### src/eeld_pkg.sv
// package: register map, field layout and code constants of the ecc error log block
package eeld_pkg;
  // ****************************************
  // register offsets
  // ****************************************
  localparam logic [7:0] ADDR_DIAG_CONTROL = 8'h00;
  localparam logic [7:0] ADDR_ERROR_LOG = 8'h04;
  localparam logic [7:0] ADDR_IRQ_STATUS = 8'h08;
  localparam logic [7:0] ADDR_IRQ_MASK = 8'h0C;
  // ****************************************
  // diag control fields
  // ****************************************
  localparam int DC_FORCE_BIT = 9;
  localparam int DC_BYPASS_BIT = 8;
  localparam int DC_SUBST_LSB = 0;
  localparam int CHECK_W = 8;
  // ****************************************
  // error log fields
  // ****************************************
  localparam int EL_INHIBIT_BIT = 30;
  localparam int EL_HIGH_RATE_BIT = 29;
  localparam int EL_LOG_REQ_BIT = 28;
  localparam int EL_ADDR_LSB = 8;
  localparam int EL_ADDR_W = 20;
  localparam int EL_SYND_LSB = 0;
  // error address layout, relative to field lsb (bit 8)
  localparam int EA_LW_SEL = 0;
  localparam int EA_CHIP_LSB = 1;
  localparam int EA_CHIP_W_4K = 12;
  localparam int EA_CHIP_W_16K = 14;
  localparam int EA_BANK_4K = 13;
  localparam int EA_BANK_16K = 15;
  localparam int EA_BOARD_LSB = 16;
  localparam int EA_BOARD_W = 4;
  // ****************************************
  // substitute check bit address qualifier
  // ****************************************
  localparam int SUBST_ADDR_BIT_A = 3;
  localparam int SUBST_ADDR_BIT_B = 12;
  // ****************************************
  // interrupt status bits
  // ****************************************
  localparam int IRQ_W = 3;
  localparam int IRQ_LOGGED = 0;
  localparam int IRQ_HIGH_RATE = 1;
  localparam int IRQ_UNCORR = 2;
  // ****************************************
  // reset values and code
  // ****************************************
  localparam logic [31:0] RESET_WORD = 32'h0000_0000;
  localparam logic [2:0] COL_TOP = 3'h6;
  localparam int DATA_W = 32;
endpackage

### src/eeld_sticky.sv
// sticky flag bank: hardware sets, write one clears, set wins
`timescale 1ns/10ps
module eeld_sticky #(
  parameter int W = 1
) (
  // clock and reset
  input wire logic mclk,
  input wire logic rst,
  // set and clear
  input wire logic [W-1:0] set,
  input wire logic [W-1:0] clr,
  // flags
  output logic [W-1:0] q
);
  import eeld_pkg::*;
  logic [W-1:0] q_next;

  always_comb begin
    q_next = (q & ~clr) | set;
  end

  always_ff @(posedge mclk) begin
    if (rst) begin
      q <= '0;
    end else begin
      q <= q_next;
    end
  end
endmodule

### src/eeld_ecc.sv
// ecc check, syndrome and single bit correction
`timescale 1ns/10ps
module eeld_ecc (
  // array word
  input wire logic [eeld_pkg::DATA_W-1:0] data_in,
  input wire logic [eeld_pkg::CHECK_W-1:0] check_in,
  // substitute check bits
  input wire logic [eeld_pkg::CHECK_W-1:0] subst,
  input wire logic use_subst,
  // result
  output logic [eeld_pkg::CHECK_W-1:0] syndrome,
  output logic [eeld_pkg::DATA_W-1:0] data_fixed,
  output logic err,
  output logic correctable
);
  import eeld_pkg::*;

  // check column of one data bit
  function automatic logic [CHECK_W-1:0] col(input int i);
    col = {COL_TOP, i[4:0]};
  endfunction

  // check bits of a data word
  function automatic logic [CHECK_W-1:0] gen_check(input logic [DATA_W-1:0] d);
    logic [CHECK_W-1:0] c;
    c = '0;
    for (int i = 0; i < DATA_W; i++) begin
      if (d[i]) begin
        c = c ^ col(i);
      end
    end
    gen_check = c;
  endfunction

  logic [CHECK_W-1:0] check_used;
  logic hit_data;
  logic hit_check;

  always_comb begin
    check_used = use_subst ? subst : check_in;
    syndrome = gen_check(data_in) ^ check_used;
    data_fixed = data_in;
    hit_data = 1'b0;
    for (int i = 0; i < DATA_W; i++) begin
      if (syndrome == col(i)) begin
        data_fixed[i] = ~data_in[i];
        hit_data = 1'b1;
      end
    end
    hit_check = ($countones(syndrome) == 1);
    err = (syndrome != '0);
    correctable = hit_data | hit_check;
  end
endmodule

### src/eeld_top.sv
// top: ecc diagnostic control, tag suppression and error log with apb registers
// Function
// - force control selects the eight substitute check bits for ecc computation
// - bypass control disables correction, array data goes out unchanged
// - during bypass no corrected or uncorrectable tags are sent
// - during bypass error detection and logging continue as normal
// - substitutes apply only where bus address bits 3 and 12 are set
// - inhibit control blocks every corrected data tag
// - second error before service sets high error rate flag, write one clears
// - error on a read sets error log request flag, write one clears
// - while log request flag is set, corrected tags are suppressed
// - first error address captured read-only, held until serviced
// - address layout: board 27:24, bank 21 or 23, chip 20:09 or 22:09, select 8
// - syndrome loaded on read error unless one is held, kept until serviced
// - while a syndrome is held, later syndromes dropped, only high rate flag set
`timescale 1ns/10ps
module eeld_top (
  // clock and reset
  input wire logic mclk,
  input wire logic rst,
  // apb slave
  input wire logic psel,
  input wire logic penable,
  input wire logic pwrite,
  input wire logic [7:0] paddr,
  input wire logic [31:0] pwdata,
  output logic [31:0] prdata,
  output logic pready,
  output logic pslverr,
  // array read word
  input wire logic rd_valid,
  input wire logic [31:0] rd_bus_addr,
  input wire logic [eeld_pkg::DATA_W-1:0] rd_data,
  input wire logic [eeld_pkg::CHECK_W-1:0] rd_check,
  // array location of the read
  input wire logic chip_16k,
  input wire logic [eeld_pkg::EA_BOARD_W-1:0] rd_board,
  input wire logic rd_bank,
  input wire logic [eeld_pkg::EA_CHIP_W_16K-1:0] rd_chip,
  input wire logic rd_lw_sel,
  // read response
  output logic rsp_valid,
  output logic [eeld_pkg::DATA_W-1:0] rsp_data,
  output logic corrected_data_tag,
  output logic uncorrectable_data_tag,
  // interrupt
  output logic irq
);
  import eeld_pkg::*;

  // ****************************************
  // state
  // ****************************************
  logic force_reg, force_next;
  logic bypass_reg, bypass_next;
  logic [CHECK_W-1:0] subst_reg, subst_next;
  logic inhibit_reg, inhibit_next;
  logic [EL_ADDR_W-1:0] err_addr_reg, err_addr_next;
  logic [CHECK_W-1:0] synd_reg, synd_next;
  logic [IRQ_W-1:0] mask_reg, mask_next;
  logic [31:0] prdata_reg, prdata_next;
  logic pready_reg, pready_next;
  logic pslverr_reg, pslverr_next;
  logic rsp_valid_reg, rsp_valid_next;
  logic [DATA_W-1:0] rsp_data_reg, rsp_data_next;
  logic crd_reg, crd_next;
  logic rds_reg, rds_next;
  logic irq_reg, irq_next;

  // ****************************************
  // ecc path
  // ****************************************
  logic use_subst;
  logic [CHECK_W-1:0] syndrome;
  logic [DATA_W-1:0] data_fixed;
  logic ecc_err;
  logic ecc_corr;

  always_comb begin
    use_subst = force_reg & rd_bus_addr[SUBST_ADDR_BIT_A] & rd_bus_addr[SUBST_ADDR_BIT_B];
  end

  eeld_ecc u_ecc (
    .data_in(rd_data),
    .check_in(rd_check),
    .subst(subst_reg),
    .use_subst(use_subst),
    .syndrome(syndrome),
    .data_fixed(data_fixed),
    .err(ecc_err),
    .correctable(ecc_corr)
  );

  // ****************************************
  // sticky flags
  // ****************************************
  logic wr_acc;
  logic rd_acc;
  logic [1:0] flag_set, flag_clr, flag_q;
  logic [IRQ_W-1:0] irq_set, irq_clr, irq_q;
  logic log_req;
  logic high_rate;
  logic err_event;
  logic log_free;

  always_comb begin
    wr_acc = psel & penable & pready_reg & pwrite;
    rd_acc = psel & penable & ~pready_reg & ~pwrite;
    log_req = flag_q[0];
    high_rate = flag_q[1];
    err_event = rd_valid & ecc_err;
    flag_clr = '0;
    if (wr_acc && paddr == ADDR_ERROR_LOG) begin
      flag_clr[0] = pwdata[EL_LOG_REQ_BIT];
      flag_clr[1] = pwdata[EL_HIGH_RATE_BIT];
    end
    log_free = ~log_req | flag_clr[0];
    flag_set[0] = err_event;
    flag_set[1] = err_event & ~log_free;
    irq_clr = '0;
    if (wr_acc && paddr == ADDR_IRQ_STATUS) begin
      irq_clr = pwdata[IRQ_W-1:0];
    end
    irq_set = '0;
    irq_set[IRQ_LOGGED] = err_event & log_free;
    irq_set[IRQ_HIGH_RATE] = flag_set[1];
    irq_set[IRQ_UNCORR] = err_event & ~ecc_corr;
  end

  eeld_sticky #(.W(2)) u_flags (
    .mclk(mclk),
    .rst(rst),
    .set(flag_set),
    .clr(flag_clr),
    .q(flag_q)
  );

  eeld_sticky #(.W(IRQ_W)) u_irq (
    .mclk(mclk),
    .rst(rst),
    .set(irq_set),
    .clr(irq_clr),
    .q(irq_q)
  );

  // ****************************************
  // error address layout
  // ****************************************
  function automatic logic [EL_ADDR_W-1:0] pack_addr(input logic d16k, input logic [EA_BOARD_W-1:0] board,
      input logic bank, input logic [EA_CHIP_W_16K-1:0] chip, input logic lw);
    logic [EL_ADDR_W-1:0] a;
    a = '0;
    a[EA_LW_SEL] = lw;
    a[EA_BOARD_LSB +: EA_BOARD_W] = board;
    if (d16k) begin
      a[EA_CHIP_LSB +: EA_CHIP_W_16K] = chip;
      a[EA_BANK_16K] = bank;
    end else begin
      a[EA_CHIP_LSB +: EA_CHIP_W_4K] = chip[EA_CHIP_W_4K-1:0];
      a[EA_BANK_4K] = bank;
    end
    pack_addr = a;
  endfunction

  // ****************************************
  // register words
  // ****************************************
  logic [31:0] diag_word;
  logic [31:0] log_word;

  always_comb begin
    diag_word = RESET_WORD;
    diag_word[DC_FORCE_BIT] = force_reg;
    diag_word[DC_BYPASS_BIT] = bypass_reg;
    diag_word[DC_SUBST_LSB +: CHECK_W] = subst_reg;
    log_word = RESET_WORD;
    log_word[EL_INHIBIT_BIT] = inhibit_reg;
    log_word[EL_HIGH_RATE_BIT] = high_rate;
    log_word[EL_LOG_REQ_BIT] = log_req;
    log_word[EL_ADDR_LSB +: EL_ADDR_W] = err_addr_reg;
    log_word[EL_SYND_LSB +: CHECK_W] = synd_reg;
  end

  // ****************************************
  // next state
  // ****************************************
  always_comb begin
    force_next = force_reg;
    bypass_next = bypass_reg;
    subst_next = subst_reg;
    inhibit_next = inhibit_reg;
    mask_next = mask_reg;
    err_addr_next = err_addr_reg;
    synd_next = synd_reg;
    prdata_next = prdata_reg;
    pslverr_next = 1'b0;
    pready_next = psel & penable & ~pready_reg;
    // apb access, answered one cycle into the access phase
    if (psel && penable && !pready_reg) begin
      prdata_next = RESET_WORD;
      case (paddr)
        ADDR_DIAG_CONTROL: prdata_next = diag_word;
        ADDR_ERROR_LOG: prdata_next = log_word;
        ADDR_IRQ_STATUS: prdata_next[IRQ_W-1:0] = irq_q;
        ADDR_IRQ_MASK: prdata_next[IRQ_W-1:0] = mask_reg;
        default: pslverr_next = 1'b1;
      endcase
      if (!rd_acc) begin
        prdata_next = prdata_reg;
      end
    end
    if (wr_acc) begin
      case (paddr)
        ADDR_DIAG_CONTROL: begin
          force_next = pwdata[DC_FORCE_BIT];
          bypass_next = pwdata[DC_BYPASS_BIT];
          subst_next = pwdata[DC_SUBST_LSB +: CHECK_W];
        end
        ADDR_ERROR_LOG: begin
          inhibit_next = pwdata[EL_INHIBIT_BIT];
        end
        ADDR_IRQ_MASK: begin
          mask_next = pwdata[IRQ_W-1:0];
        end
        default: begin
        end
      endcase
    end
    // first error capture, later ones only raise the high rate flag
    if (err_event && log_free) begin
      err_addr_next = pack_addr(chip_16k, rd_board, rd_bank, rd_chip, rd_lw_sel);
      synd_next = syndrome;
    end
    // read response and tags
    rsp_valid_next = rd_valid;
    rsp_data_next = rsp_data_reg;
    crd_next = 1'b0;
    rds_next = 1'b0;
    if (rd_valid) begin
      rsp_data_next = bypass_reg ? rd_data : data_fixed;
      if (!bypass_reg && ecc_err) begin
        crd_next = ecc_corr & ~inhibit_reg & ~log_req;
        rds_next = ~ecc_corr;
      end
    end
    irq_next = |(irq_q & mask_reg);
  end

  // ****************************************
  // registers
  // ****************************************
  always_ff @(posedge mclk) begin
    if (rst) begin
      force_reg <= 1'b0;
      bypass_reg <= 1'b0;
      subst_reg <= '0;
      inhibit_reg <= 1'b0;
      err_addr_reg <= '0;
      synd_reg <= '0;
      mask_reg <= '0;
      prdata_reg <= RESET_WORD;
      pready_reg <= 1'b0;
      pslverr_reg <= 1'b0;
      rsp_valid_reg <= 1'b0;
      rsp_data_reg <= '0;
      crd_reg <= 1'b0;
      rds_reg <= 1'b0;
      irq_reg <= 1'b0;
    end else begin
      force_reg <= force_next;
      bypass_reg <= bypass_next;
      subst_reg <= subst_next;
      inhibit_reg <= inhibit_next;
      err_addr_reg <= err_addr_next;
      synd_reg <= synd_next;
      mask_reg <= mask_next;
      prdata_reg <= prdata_next;
      pready_reg <= pready_next;
      pslverr_reg <= pslverr_next;
      rsp_valid_reg <= rsp_valid_next;
      rsp_data_reg <= rsp_data_next;
      crd_reg <= crd_next;
      rds_reg <= rds_next;
      irq_reg <= irq_next;
    end
  end

  // ****************************************
  // outputs
  // ****************************************
  always_comb begin
    prdata = prdata_reg;
    pready = pready_reg;
    pslverr = pslverr_reg;
    rsp_valid = rsp_valid_reg;
    rsp_data = rsp_data_reg;
    corrected_data_tag = crd_reg;
    uncorrectable_data_tag = rds_reg;
    irq = irq_reg;
  end
endmodule

### config.mk
export PLATFORM = sky130hd
export DESIGN_NAME = eeld_top
export DESIGN_NICKNAME = d
export VERILOG_FILES = /design/src/eeld_pkg.sv /design/src/eeld_sticky.sv /design/src/eeld_ecc.sv /design/src/eeld_top.sv
export SDC_FILE = /design/constraint.sdc
export NUM_CORES = 1
export LEC_CHECK = 0
export BUFFER_PORTS_ARGS = -buffer_cell sky130_fd_sc_hd__buf_2
export CAP_MARGIN = 25
export CORE_MARGIN = 2
export CORE_UTILIZATION = 45
export DETAILED_ROUTE_END_ITERATION = 6
export PLACE_DENSITY_LB_ADDON = 0.05
export SYNTH_ARGS = -nofsm -noshare
export SYNTH_HDL_FRONTEND = slang
export SYNTH_SLANG_ARGS = --single-unit
### constraint.sdc
create_clock -name mclk -period 4.4 [get_ports mclk]
set_input_delay 0.66 -clock mclk [delete_from_list [all_inputs] [get_ports mclk]]
set_output_delay 0.66 -clock mclk [all_outputs]
set_load 0.1 [all_outputs]
---- Word-level counts from Yosys, hierarchy flattened ----
Cells that the tools add are included.
word-level totals
  flip-flop bits (word level) ............. 117
  input bits .............................. 139
  word-level logic and storage cells ...... 278
cells by class
  add/sub/neg operators ................... 7
  equality and inequality tests ........... 36
  mux-type cells .......................... 105
  bitwise logic cells ..................... 95
  reductions and logical operators ........ 18
operators by type and width
  cell                                            number
  two-way mux 8 bit                               33
  == test 8 bit, second input constant            32
  adder 32 bit                                    3
  two-way mux 1 bit                               65
  case mux 28 bit (2 select lines)                1
  inverter 5 bit                                  10
  inverter 1 bit                                  41
  inverter 4 bit                                  10
  == test 32 x 2 -> 1 bit, second input constant  1
  two-way mux 32 bit                              1
  inverter 6 bit                                  5
  inverter 3 bit                                  6
  == test 8 x 4 -> 1 bit, second input constant   2
  AND 1 bit                                       13
  two-way mux 13 bit                              1
  case mux 3 bit (4 select lines)                 1
  adder 1 x 1 -> 2 bit                            4
  == test 8 x 3 -> 1 bit, second input constant   1
  zero test 8 bit                                 1
  AND reduction 2 bit                             4
  nonzero test 8 bit                              1
  XOR 8 bit                                       1
  inverter 7 bit                                  1
  AND 3 bit                                       2
  other kinds (12)                                21

---- Depth between registers and ports, before layout ----
Gate-level depths: netlist of the first run.
  word-level depth ........................ 101
  depth in mapped cells ................... 18
  depth with buffers taken out ............ 18

---- Modules after synthesis ----
A second synthesis of the first run with hierarchy kept.
unflattened totals
  cells, all modules ...................... 699
  area, all modules ....................... 6538.8 sq um
modules (own cells, without submodules)
  module                  instances  cells each  area an instance (sq um)  seq. area each (sq um)
  eeld_top                1          490         4596.9                    2222.1
  eeld_ecc                1          189         1766.7                    0.0
  eeld_sticky at u_irq    1          12          105.1                     60.1
  eeld_sticky at u_flags  1          8           70.1                      40.0

---- Worst setup path after synthesis of the first run ----
OpenSTA, ideal clock, no wires.
  kind .................................... input to register
  start point ............................. input rd_data[19] (netlist bit)
  end point ............................... register crd_reg (netlist: corrected_data_tag)
  arrival ................................. 4.692 ns
  required time ........................... 4.286 ns
  setup slack ............................. -0.406 ns
  stages on the path ...................... 16
  path buffers ............................ 0
  cells stage by stage .................... xnor3_2 -> xnor2_4 -> xnor2_1 -> xnor3_2 -> xnor3_1 -> inv_1 -> ha_1 -> fa_1 -> inv_1 -> fa_1 -> inv_1 -> ha_1 -> fa_1 -> nor4b_1 -> nor3_1 -> a2111oi_0
between the ends
  word-level cells in the longest chain between the ends .. 62
  elaborated cells between the ends (all ways) .. 104
  classes of those cells .................. add/sub (6); eq/ne (33); mux (45); bitwise (17); reduce/logical (3)
ends and longest elaborated chain
  item                             line             RTL
  from (decl)                      eeld_top.sv:33   input wire logic [eeld_pkg::DATA_W-1:0] rd_data,
  two-way mux 8 bit (*)            eeld_ecc.sv:28   if (d[i]) begin
  inverter 4 bit (no source line)  --
  two-way mux 8 bit (*)            eeld_ecc.sv:28
  inverter 5 bit (no source line)  --
  two-way mux 8 bit (*)            eeld_ecc.sv:28
  inverter 5 bit (no source line)  --
  two-way mux 8 bit (*)            eeld_ecc.sv:28
  inverter 6 bit (no source line)  --
  (+15 left out)                   --
  inverter 7 bit (no source line)  --
  two-way mux 8 bit (*)            eeld_ecc.sv:28
  XOR 8 bit (*)                    eeld_ecc.sv:41   syndrome = gen_check(data_in) ^ check_used;
  named net syndrome[6]            eeld_top.sv:74   logic [CHECK_W-1:0] syndrome;
  == test 8 bit                    eeld_ecc.sv:45   if (syndrome == col(i)) begin
  two-way mux 1 bit (32 in a row)  eeld_ecc.sv:45
  bitwise OR 1 bit                 eeld_ecc.sv:52   correctable = hit_data | hit_check;
  AND 1 bit (2 in a row)           eeld_top.sv:242  crd_next = ecc_corr & ~inhibit_reg & ~log_req;
  to (signal assigned)             eeld_top.sv:282  crd_reg <= crd_next;
  to (decl)                        eeld_top.sv:66   logic crd_reg, crd_next;
The timed path passes the listed nets; every way through them passes the cells marked *.
A chain may end at the register's enable or synchronous reset.

---- Worst setup path in the final report of the first run ----
  start point ............................. input rd_data[17] (netlist bit)
  end point ............................... register crd_reg (netlist: corrected_data_tag)
between the ends
  word-level cells in the longest chain between the ends .. 66
  elaborated cells between the ends (all ways) .. 108
  classes of those cells .................. add/sub (6); eq/ne (33); mux (47); bitwise (19); reduce/logical (3)
ends and longest elaborated chain
  item                             line
  two-way mux 8 bit (*)            eeld_ecc.sv:28
  inverter 4 bit (no source line)  --
  two-way mux 8 bit (*)            eeld_ecc.sv:28
  inverter 5 bit (no source line)  --
  two-way mux 8 bit (*)            eeld_ecc.sv:28
  inverter 4 bit (no source line)  --
  two-way mux 8 bit (*)            eeld_ecc.sv:28
  inverter 5 bit (no source line)  --
  (+19 left out)                   --
  inverter 7 bit (no source line)  --
  two-way mux 8 bit (*)            eeld_ecc.sv:28
  XOR 8 bit (*)                    eeld_ecc.sv:41
  named net syndrome[6]            eeld_top.sv:74
  == test 8 bit                    eeld_ecc.sv:45
  two-way mux 1 bit (32 in a row)  eeld_ecc.sv:45
  bitwise OR 1 bit                 eeld_ecc.sv:52
  AND 1 bit (2 in a row)           eeld_top.sv:242
Marked as above.

==> results.md, run 1 <==
* Worst setup SP type: input pin
* Final Setup Violations at 2
* DR pass1 iterations at 5
* DRC Markers at 0
* Cell with the most instances after synthesis: dfxtp_1
* Relative slew slack at 34.27%
* CP dominant cell by count: fa_1
* FF-to-FF setup slack at 120 ps
* Layout Cells excl Fill at 1040
* Synth area leaders: dfxtp_1, nand2_1, xor2_1
* Sequential fraction of the synthesis area at around 40%
* Hold_sp: err_addr_reg[17]$_SDFFE_PP0P_
* Die X at 117.6 um
* IO Port Bufs at 158
* FMAX at roughly 0.22 GHz
* Clock tree sinks at approximately 120
* Most used DFF post-synth: dfxtp_1
* Placed cell count at 1005
* R2r endpoint: corrected_data_tag$_SDFF_PP0_
* Antenna violations before repair at 1
* Hold_buf cts at 0
* Max-Cap Viols at 0
* Register clock-pin slew on the reported worst setup and hold paths at around 50 ps
* Family with the most delay on the worst path: adder cells
* Post-route clock period utilization at 101.8%
* Placement Setup Slack at -617.8 ps
* WL met2 at 7641 um
* Slowest-stage cell, CP: fa_1
* Min-Delay Endpoint: err_addr_reg[17]$_SDFFE_PP0P_
* Layout cells sized above 1 at 33.91%
* GRT overflow at 0
* CP Cell Sequence: buf_6 > xnor3_2 > xor2_4 > xnor2_2 > xnor3_2 > xnor3_1 > inv_2 > ha_4 > fa_1 > inv_1 > fa_1 > inv_1 > ha_2 > fa_1 > nor4b_4 > nor3_2 > a2111oi_1
* Max Slew Vio Count at 0
* Max layer used: met4
* RSZ-0062 raised after global routing: yes
* P_int at 0.003435 W
* Synth unique cells at 47
* Total power draw at 0.005625 W
* Hold crit path type: reg -> reg
* Routed Wire Length at about 16000 um
* Tmin final at about 4500 ps
* First-pass GRT wire length at 25890 um
* Final hold violation count at 0
* Post-synthesis mux area share at 3.402%
* Dominant cell type by area after synthesis: dfxtp_1
* Worst Reg2Reg Path Length in Cells at 16
* Adder-cell share of the synthesized area at 4.608%
* Worst vdd ir at around 650 uV
* Psw at 0.002191 W
* CP required at 4700 ps
* Antenna Nets Post-Route at 0
* Max FO, Critical Path at 2
* Warnings, synthesis at 0
* Largest net degree at the start of global routing at 83
* Number of fill cells in the layout at approximately 1100
* Critical register-to-register path startpoint: force_reg$_SDFFE_PP0P_
* Core area at 0.01262 sq mm
* Status: complete, but fails checks
* Met3 WL post-DR at 901 um
* Cells after synthesis at 651
* Area delta synth->final at 38.09%
* Fraction of registers with async set/reset at 0%
* Clock Power Share at approximately 25%
* Vias/cell at 5.051
* Slew at the pin with the worst max-slew slack at just under 1000 ps
* Skew-Pair Late Insertion Delay at 410 ps
* Part of the power in combinational logic at 54.3%
* DIE AREA at 0.01384 sq mm
* Syn avg cell area at 8.926 sq um
* Worst setup margin at -78.69 ps
* Starting Density at 46.04%
* Syn_nets at 809
* XOR/XNOR Fraction of Synth Area at 17.05%
* Seq cells post-synth at 116
* DP HPWL at between 10000 and 15000 um
* Kind of critical path: in -> reg
* Final #Nets at 1014
* Failing checks: setup timing
* Register area at 0.002322 sq mm
* CP peak stage delay at approximately 480 ps
* Synth Area in Simple Gates at 15.63%
* Sw Ratio at 38.95%
* CP Buf/Inv Count at 4
* Area of the multi-input gates at 0.003421 sq mm
* CTS tree: yes
* Clock Skews at 4.421 ps
* Hold Crit Depth at 2
* Placer Congestion at approximately 0.83
* Synth top area share at approximately 40%
* Die height at 117.6 um
* Num CTS Buffers at 17
* Leakage at about 3.6 nW
* Main combinational cell family by area after synthesis: XOR/XNOR gates
* Root Driver: clkbuf_16
* IO Pins at 209
* Sequential share of power at 20.5%
* Pwr Density at 701.1 mW/mm^2
* Largest register FFs at 32
* DRT iter0 DRCs at approximately 270
* Via count of the routed design at 5253
* Mapped cell area at 0.005811 sq mm
* Crit end category: flip-flop
* M1 wire length at between 7000 and 8000 um
* Worst EP arrival at 4780 ps
* H-tree level count at 4
* Worst-case clock buffer depth at 2
* Avg WL per Cell at 15.64 um
* Post-synth EDFFs at 0
* Vias in the first global route at 5178
* GRT Total Usage at 23.72%
* Post-synth top cells: dfxtp_1, nand2_1, nor2_1
* Compound-Gate Fraction of Synth Area at 15.29%
* Site Rows at 41
-- repair_timing --
item	4_1_cts	5_1_grt
gates cloned	0	0
buffers inserted	2	2
pin swaps	15	8
gates resized for setup	29	8
setup endpoints to repair	3	3
-- metal layers --
layer	global-route usage [%]	vias to the layer above
met1	30.45	2445
met5	0	-
met4	8.660	0
li1	-	2621
met3	6.298	20
met2	38.41	167
-- layout make-up --
| type | instances | share of cell area, % |
|---|---|---|
| Tap cell | 172 | 2.682 |
| Multi-Input combinational cell | 475 | 42.63 |
| Timing Repair Buffer | 227 | 17.23 |
| Antenna cell | 1 | 0.03119 |
| Clock inverter | 8 | 1.559 |
| Inverter | 19 | 0.8888 |
| Clock buffer | 22 | 6.035 |
| Sequential cell | 116 | 28.94 |
-- power by group through the flow --
stage,Clock [W],Combinational (W),Sequential (W)
floorplan,0,0.00150,0.00138
global placement,0,0.00242,0.00117
detailed placement,0,0.00252,0.00118
CTS,0.00144,0.00296,0.00116
global route,0.00149,0.00333,0.00116
finish,0.00142,0.00305,0.00116
-- per-stage QoR --
stage / hold WS (ps) / setup TNS (ps) / util [%] / instance area, sq um
finish: 453.0 / -111.6 / 63.58 / 8024
global route: 465.0 / -496.8 / 63.58 / 8024
CTS: 454.8 / -234.4 / 63.11 / 7964
detailed placement: 444.9 / -1798 / 56.91 / 7182
global placement: 437.9 / -1572 / 56.69 / 7154
floorplan: 422.8 / -449.2 / - / 5823
-- cell families after synthesis --
family / count (synthesis)
AND/OR/NAND/NOR: 219
adder cells (fa/ha/maj): 19
multiplexers: 16
AO/OA/AOI/OAI: 133
flip-flops: 116
other: 1
XOR/XNOR: 87
buffers and inverters: 60
-- cells in the final DEF (no fill, tap or decap), types with 4 or more instances in the layout --
master and n:
a211oi_1 40, a21oi_1 42, a22oi_1 32, and2_1 9, buf_2 150, buf_4 68, buf_6 7, clkbuf_16 17
clkbuf_8 4, dfxtp_1 116, ha_1 12, inv_1 13, inv_2 6, mux2i_1 13, nand2_1 105, nand3_1 5
nor2_1 81, o21ai_0 7, xnor2_1 21, xnor2_2 7, xnor3_1 10, xnor3_2 4, xor2_1 39
-- how the worst max path moves through the flow --
stage                           start                             to  slack [ps]  depth (start not counted)
after floorplan            rd_data[3]  corrected_data_tag$_SDFF_PP0_        -250                         16
after global placement    rd_data[30]          u_irq.q[2]$_SDFF_PP0_        -530                         17
after detailed placement  rd_data[30]  corrected_data_tag$_SDFF_PP0_        -620                         20
after CTS                 rd_data[31]  corrected_data_tag$_SDFF_PP0_        -130                         20
after global routing       rd_data[3]  corrected_data_tag$_SDFF_PP0_        -230                         17
final                     rd_data[17]  corrected_data_tag$_SDFF_PP0_         -80                         17
-- tightest hold or removal path: stages, from the launching register on --
cell,delay (ps)
dfxtp_1,300
nand2_1,50
a21oi_1,50
(Power assumes the default switching activity.)
==> inputs of run 2 (changes only) <==
--- a/config.mk
+++ b/config.mk
@@ -7,10 +7,13 @@
 export LEC_CHECK = 0
 export BUFFER_PORTS_ARGS = -buffer_cell sky130_fd_sc_hd__buf_2
 export CAP_MARGIN = 25
+export CELL_PAD_IN_SITES_DETAIL_PLACEMENT = 1
+export CELL_PAD_IN_SITES_GLOBAL_PLACEMENT = 1
 export CORE_MARGIN = 2
-export CORE_UTILIZATION = 45
+export CORE_UTILIZATION = 33
 export DETAILED_ROUTE_END_ITERATION = 6
 export PLACE_DENSITY_LB_ADDON = 0.05
+export SLEW_MARGIN = 0
 export SYNTH_ARGS = -nofsm -noshare
 export SYNTH_HDL_FRONTEND = slang
 export SYNTH_SLANG_ARGS = --single-unit
==> results.md, run 2 (synthesized netlist as in run 1, its figures left out) <==
* Final #Nets at 1013 (-0.099%)
* Max Slew Vio Count at 0 (unchanged)
* H-tree level count at 4 (unchanged)
* GRT met3 Usage at 3.667% (-2.6 points)
* Kind of critical path: in -> reg
* Max FO, Critical Path at 2 (unchanged)
* Routed Wire Length at 18780 um (+15%)
* Global-route track usage on met2 at 34.25% (-4.2 points)
* Vias in the first global route at 5541 (+7.0%)
* Root Driver: clkbuf_16
* Pwr Density at 664.1 mW/mm^2 (-5.3%)
* Gr busiest metal: met2
* Total power draw at 0.005311 W (-5.6%)
* Site Rows at 48 (+17%)
* Via count of the routed design at 5274 (+0.40%)
* Avg WL per Cell at 17.20 um (+10%)
* IO Pins at 209 (unchanged)
* Final Hold Slack at 450.1 ps (-2.962 ps)
* Antenna diode count at 0 (-1)
* First-pass GRT wire length at 29440 um (+14%)
* Most common cell after layout, fill and taps aside: buf_2
* Crit path from: rd_data[17]
* Tmin final at 4470 ps (-8.334 ps)
* Number of fill cells in the layout at 2080 (+82%)
* Starting Density at 33.71% (-12 points)
* Num CTS Buffers at 17 (unchanged)
* CTS tree: yes
* Worst Reg2Reg Path Length in Cells at 16 (unchanged)
* Skew-Pair Late Insertion Delay at 410 ps (about the same)
* Critical register-to-register path startpoint: force_reg$_SDFFE_PP0P_
* R2r endpoint: corrected_data_tag$_SDFF_PP0_
* Antenna violations before repair at 0 (-1)
* Largest net degree at the start of global routing at 67 (-19%)
* Antenna Nets Post-Route at 0 (unchanged)
* Layout cells sized above 1 at 33.45% (-0.46 points)
* DP HPWL at 13900 um (+18%)
* Critical Path Sink: corrected_data_tag$_SDFF_PP0_
* Placement Setup Slack at -734.4 ps (-116.7 ps)
* Crit end category: flip-flop
* IO Port Bufs at 158 (unchanged)
* Most frequent cells in the layout: buf_2, dfxtp_1, nand2_1
* Final Setup Violations at 2 (unchanged)
* FMAX at 0.2237 GHz (+0.19%)
* Area of the multi-input gates at 0.003363 sq mm (-1.7%)
* Hold crit path type: reg -> reg
* Relative slew slack at 56.43% (+22 points)
* Leakage at 3.559 nW (-1.6%)
* Worst setup SP type: input pin
* CP dominant cell by count: fa_1
* CP required at 4700 ps (about the same)
* Placer Congestion at 0.8014 (-3.8%)
* DIE AREA at 0.01869 sq mm (+35%)
* Worst EP arrival at 4770 ps (about the same)
* GRT overflow at 0 (unchanged)
* Largest register FFs at 32 (unchanged)
* Vias/cell at 4.830 (-4.4%)
* Worst setup margin at -70.35 ps (+8.334 ps)
* Worst vdd ir at 500.4 uV (-23%)
* CP peak stage delay at 520 ps (+40 ps)
* Status: complete, but fails checks
* Slew at the pin with the worst max-slew slack at 653.5 ps (-324.3 ps)
* Register clock-pin slew on the reported worst setup and hold paths at 60 ps (about the same)
* FF-to-FF setup slack at 50 ps (-70 ps)
* DR pass1 iterations at 5 (unchanged)
* CP Cell Sequence: buf_6 > xnor3_2 > xor2_2 > xnor2_2 > xnor3_2 > xnor3_1 > inv_1 > ha_2 > fa_1 > inv_2 > fa_1 > inv_1 > ha_2 > fa_1 > nor4b_2 > nor3_2 > a2111oi_2
* DRC Markers at 0 (unchanged)
* Failing checks: setup timing
* Clock tree sinks at 116 (unchanged)
* Hold Crit Depth at 2 (unchanged)
* Area delta synth->final at 37.62%
* Core area at 0.01724 sq mm (+37%)
* Post-route clock period utilization at 101.6% (-0.19 points)
* GRT Total Usage at 20.61% (-3.1 points)
* Clock Skews at 5.228 ps (+0.8074 ps)
* DRT iter0 DRCs at 243 (-8.6%)
* Register area at 0.002322 sq mm (unchanged)
* Max-Cap Viols at 0 (unchanged)
* Final hold violation count at 0 (unchanged)
* Die X at 136.7 um (+16%)
* RSZ-0062 raised after global routing: yes
* Met1 Usage GRT at 27.27% (-3.2 points)
* Worst-case clock buffer depth at 2 (unchanged)
* Slowest-stage cell, CP: fa_1
* Die height at 136.7 um (+16%)
run 2: layout make-up:
cell class,count,area share (%)
Timing Repair Buffer,226,16.93
Inverter,19,0.8919
Clock inverter,14,2.238
Tap cell,225,3.521
Sequential cell,116,29.04
Clock buffer,17,5.320
Multi-Input combinational cell,475,42.06
run 2: metal layers:
layer | routed length, um | share of wire [%]
met1 | 8612 | 46
met2 | 9245 | 49
met3 | 713 | 3.8
met4 | 210 | 1.1
met5 | 0 | 0
run 2: where the power goes:
part / switching (W) / leakage [nW] / internal, W / total (W)
sequential: 0.0000368 / 0.950 / 0.00112 / 0.00116
combinational: 0.00153 / 2.32 / 0.00120 / 0.00273
clock: 0.000531 / 0.286 / 0.000894 / 0.00143
total: 0.00209 / 3.56 / 0.00322 / 0.00531
run 2: repair_timing:
item                       CTS  global route
cloned                       0             0
setup endpoints to repair    3             3
gates resized for setup     18             8
pin swaps                    6             4
hold buffers                 0             0
buffers inserted             3             0
run 2: worst min-delay path by stage:
| stage | startpoint | end |
|---|---|---|
| finish | err_addr_reg[14]$_SDFFE_PP0P_ | err_addr_reg[14]$_SDFFE_PP0P_ |
| global route | rd_chip[5] | err_addr_reg[6]$_SDFFE_PP0P_ |
| CTS | err_addr_reg[14]$_SDFFE_PP0P_ | err_addr_reg[14]$_SDFFE_PP0P_ |
| detailed placement | err_addr_reg[14]$_SDFFE_PP0P_ | err_addr_reg[14]$_SDFFE_PP0P_ |
| global placement | prdata[7]$_SDFFE_PP0P_ | prdata[7]$_SDFFE_PP0P_ |
| floorplan | inhibit_reg$_SDFFE_PP0P_ | corrected_data_tag$_SDFF_PP0_ |
run 2: through the flow:
step,cells,setup TNS [ps],utilization (%),instance area [sq um]
2_1_floorplan,651,-449.2,-,5823
3_3_place_gp,1058,-1506,42.04,7246
3_5_place_dp,1059,-1896,42.08,7253
4_1_cts,1093,-57.27,46.17,7959
5_1_grt,1092,-596.6,46.39,7996
6_report,1092,-126.9,46.39,7996
run 2: worst max-delay path, delay by kind of cell:
| family | cells | cell delay (ps) |
|---|---|---|
| xor+xnor | 5 | 1410 |
| buf+inv | 4 | 200 |
| simple gates | 2 | 350 |
| fa+ha+maj | 5 | 1810 |
| compound gates | 1 | 320 |
==> inputs of run 3 (changes only) <==
--- a/config.mk
+++ b/config.mk
@@ -12,7 +12,7 @@
 export CORE_MARGIN = 2
 export CORE_UTILIZATION = 33
 export DETAILED_ROUTE_END_ITERATION = 6
-export PLACE_DENSITY_LB_ADDON = 0.05
+export PLACE_DENSITY_LB_ADDON = 0.1
 export SLEW_MARGIN = 0
 export SYNTH_ARGS = -nofsm -noshare
 export SYNTH_HDL_FRONTEND = slang
==> constraint.sdc (replaced) <==
create_clock -name mclk -period 4 [get_ports mclk]
set_input_delay 0.6 -clock mclk [delete_from_list [all_inputs] [get_ports mclk]]
set_output_delay 0.6 -clock mclk [all_outputs]
set_load 0.1 [all_outputs]
==> results.md, run 3 (synthesized netlist as in run 1, its figures left out) <==
* Status: complete, but fails checks
* Failing checks: setup timing
* Hold_buf cts at 0 (unchanged)
* Worst setup margin at -424.9 ps (-354.5 ps)
* DRT iter0 DRCs at 148 (-39%)
* GRT overflow at 0 (unchanged)
* Max Slew Vio Count at 0 (unchanged)
* Skew-Pair Late Insertion Delay at 410 ps (about the same)
* Post-route clock period utilization at 110.6%
* DP HPWL at 14090 um (+1.4%)
* Antenna Nets Post-Route at 0 (unchanged)
* Placer Congestion at 0.8795 (+9.7%)
* Worst-case clock buffer depth at 2 (unchanged)
* First-pass GRT wire length at 29430 um (about the same)
* Die height at 136.7 um (unchanged)
* Pwr Density at 734.8 mW/mm^2 (+11%)
* Most frequent cells in the layout: buf_2, dfxtp_1, nand2_1
* Layout cells sized above 1 at 34.47% (+1.0 points)
* Max FO, Critical Path at 2 (unchanged)
* Antenna violations before repair at 0 (unchanged)
* Clock Skews at 5.942 ps (+0.7139 ps)
* IO Pins at 209 (unchanged)
* DIE AREA at 0.01869 sq mm (unchanged)
* Root Driver: clkbuf_16
* Register clock-pin slew on the reported worst setup and hold paths at 60 ps (about the same)
* Dpl cell area at 0.007278 sq mm (+0.34%)
* RSZ-0062 raised after global routing: yes
* Crit end category: flip-flop
* Vias/cell at 4.847 (+0.37%)
* Number of fill cells in the layout at 2034 (-2.2%)
* Avg WL per Cell at 17.12 um (-0.48%)
* Die X at 136.7 um (unchanged)
* Clock tree sinks at 116 (unchanged)
* Slew at the pin with the worst max-slew slack at 932.2 ps (+278.7 ps)
* Starting Density at 33.71% (unchanged)
* Vias in the first global route at 5523 (-0.32%)
* GRT Total Usage at 20.59% (-0.027 points)
* Leakage at 3.631 nW (+2.0%)
* Worst EP arrival at 4700 ps (-70 ps)
* Site Rows at 48 (unchanged)
* Max-Cap Viols at 0 (unchanged)
* Final Setup Violations at 3 (+1)
* DRC Markers at 0 (unchanged)
* Slowest-stage cell, CP: fa_1
* Relative slew slack at 37.34% (-19 points)
* CTS tree: yes
* Core area at 0.01724 sq mm (unchanged)
* Final hold violation count at 0 (unchanged)
* CP dominant cell by count: fa_1
* H-tree level count at 4 (unchanged)
* DR pass1 iterations at 4 (-1)
* CP required at 4280 ps (-420 ps)
* Largest net degree at the start of global routing at 67 (unchanged)
* Post-route cell area at 0.008075 sq mm (+0.99%)
* Area delta synth->final at 38.97%
* CP Cell Sequence: buf_6 > xnor3_2 > xnor2_4 > xnor2_2 > xnor3_2 > xnor3_1 > inv_1 > ha_2 > fa_1 > inv_2 > fa_1 > inv_1 > ha_2 > fa_1 > nor4b_2 > nor3_2 > nand2_1 > a2bb2oi_2 > nor2_1
* Placement Setup Slack at -964.2 ps (-229.7 ps)
* Tmin final at 4425 ps
* Setup TNS at -1170 ps (-1044 ps)
* Worst setup SP type: input pin
* Hold crit path type: in -> reg
* Num CTS Buffers at 17 (unchanged)
* Kind of critical path: in -> reg
* Final #Nets at 1022 (+0.89%)
* Via count of the routed design at 5337 (+1.2%)
* Most common cell after layout, fill and taps aside: buf_2
* Routed Wire Length at 18850 um (+0.34%)
* CP peak stage delay at 520 ps (about the same)
* Largest register FFs at 32 (unchanged)
* IO Port Bufs at 158 (unchanged)
* FMAX at 0.2260 GHz
* Worst vdd ir at 440.9 uV (-12%)
* Antenna diode count at 0 (unchanged)
-- run 3: area by class of cell --
class	count	area (sq um)	area share [%]
Clock buffer	19	442.9	5.485
Clock inverter	12	153.9	1.906
Inverter	19	71.32	0.8832
Multi-Input combinational cell	475	3381	41.87
Sequential cell	116	2323	28.77
Tap cell	225	281.5	3.486
Timing Repair Buffer	235	1421	17.60
-- run 3: timing repair --
item,CTS,global route
pin swaps,4,6
buffers inserted,4,3
resized for setup,16,12
endpoints found under the setup margin,3,3
-- run 3: where the power goes --
| group | switching, W | internal, W | leakage (nW) |
|---|---|---|---|
| combinational | 0.00172 | 0.00139 | 2.38 |
| clock | 0.000560 | 0.000994 | 0.297 |
| sequential | 0.0000390 | 0.00123 | 0.950 |
| total | 0.00232 | 0.00361 | 3.63 |
-- run 3: per-stage QoR --
stage / hold WS [ps] / total power [W] / std cells / utilization, %
3_3_place_gp: 438.3 / 0.004053 / 1063 / 42.23
6_report: 423.5 / 0.005934 / 1101 / 46.85
3_5_place_dp: 447.1 / 0.004145 / 1063 / 42.23
2_1_floorplan: 422.8 / 0.003164 / 651 / -
4_1_cts: 408.0 / 0.005873 / 1098 / 46.34
5_1_grt: 421.3 / 0.006372 / 1101 / 46.85
-- run 3: metal layers --
metal	vias to the layer above	global-route usage, %	part of all wire [%]
li1	2631	-	-
met1	2554	27.44	46
met2	138	34.22	49
met3	14	3.889	4.5
met4	0	5.324	0.86
met5	-	0	0
-- run 3: worst max-delay path, delay by kind of cell --
| family | cells | cell delay, ps |
|---|---|---|
| adder cells (fa/ha/maj) | 5 | 1830 |
| AND/OR/NAND/NOR | 4 | 500 |
| buffers and inverters | 4 | 220 |
| XOR/XNOR | 5 | 1390 |
| AO/OA/AOI/OAI | 1 | 140 |
-- run 3: path summary, 6_finish.rpt --
kind	startpoint	end	slack, ps	cells after the start
worst max-delay path	rd_data[26]	u_irq.q[2]$_SDFF_PP0_	-420	19
worst min-delay path	rd_chip[3]	err_addr_reg[4]$_SDFFE_PP0P_	420	3
worst max register to register	force_reg$_SDFFE_PP0P_	u_irq.q[2]$_SDFF_PP0_	-280	18
worst min register to register	prdata[6]$_SDFFE_PP0P_	prdata[6]$_SDFFE_PP0P_	460	2
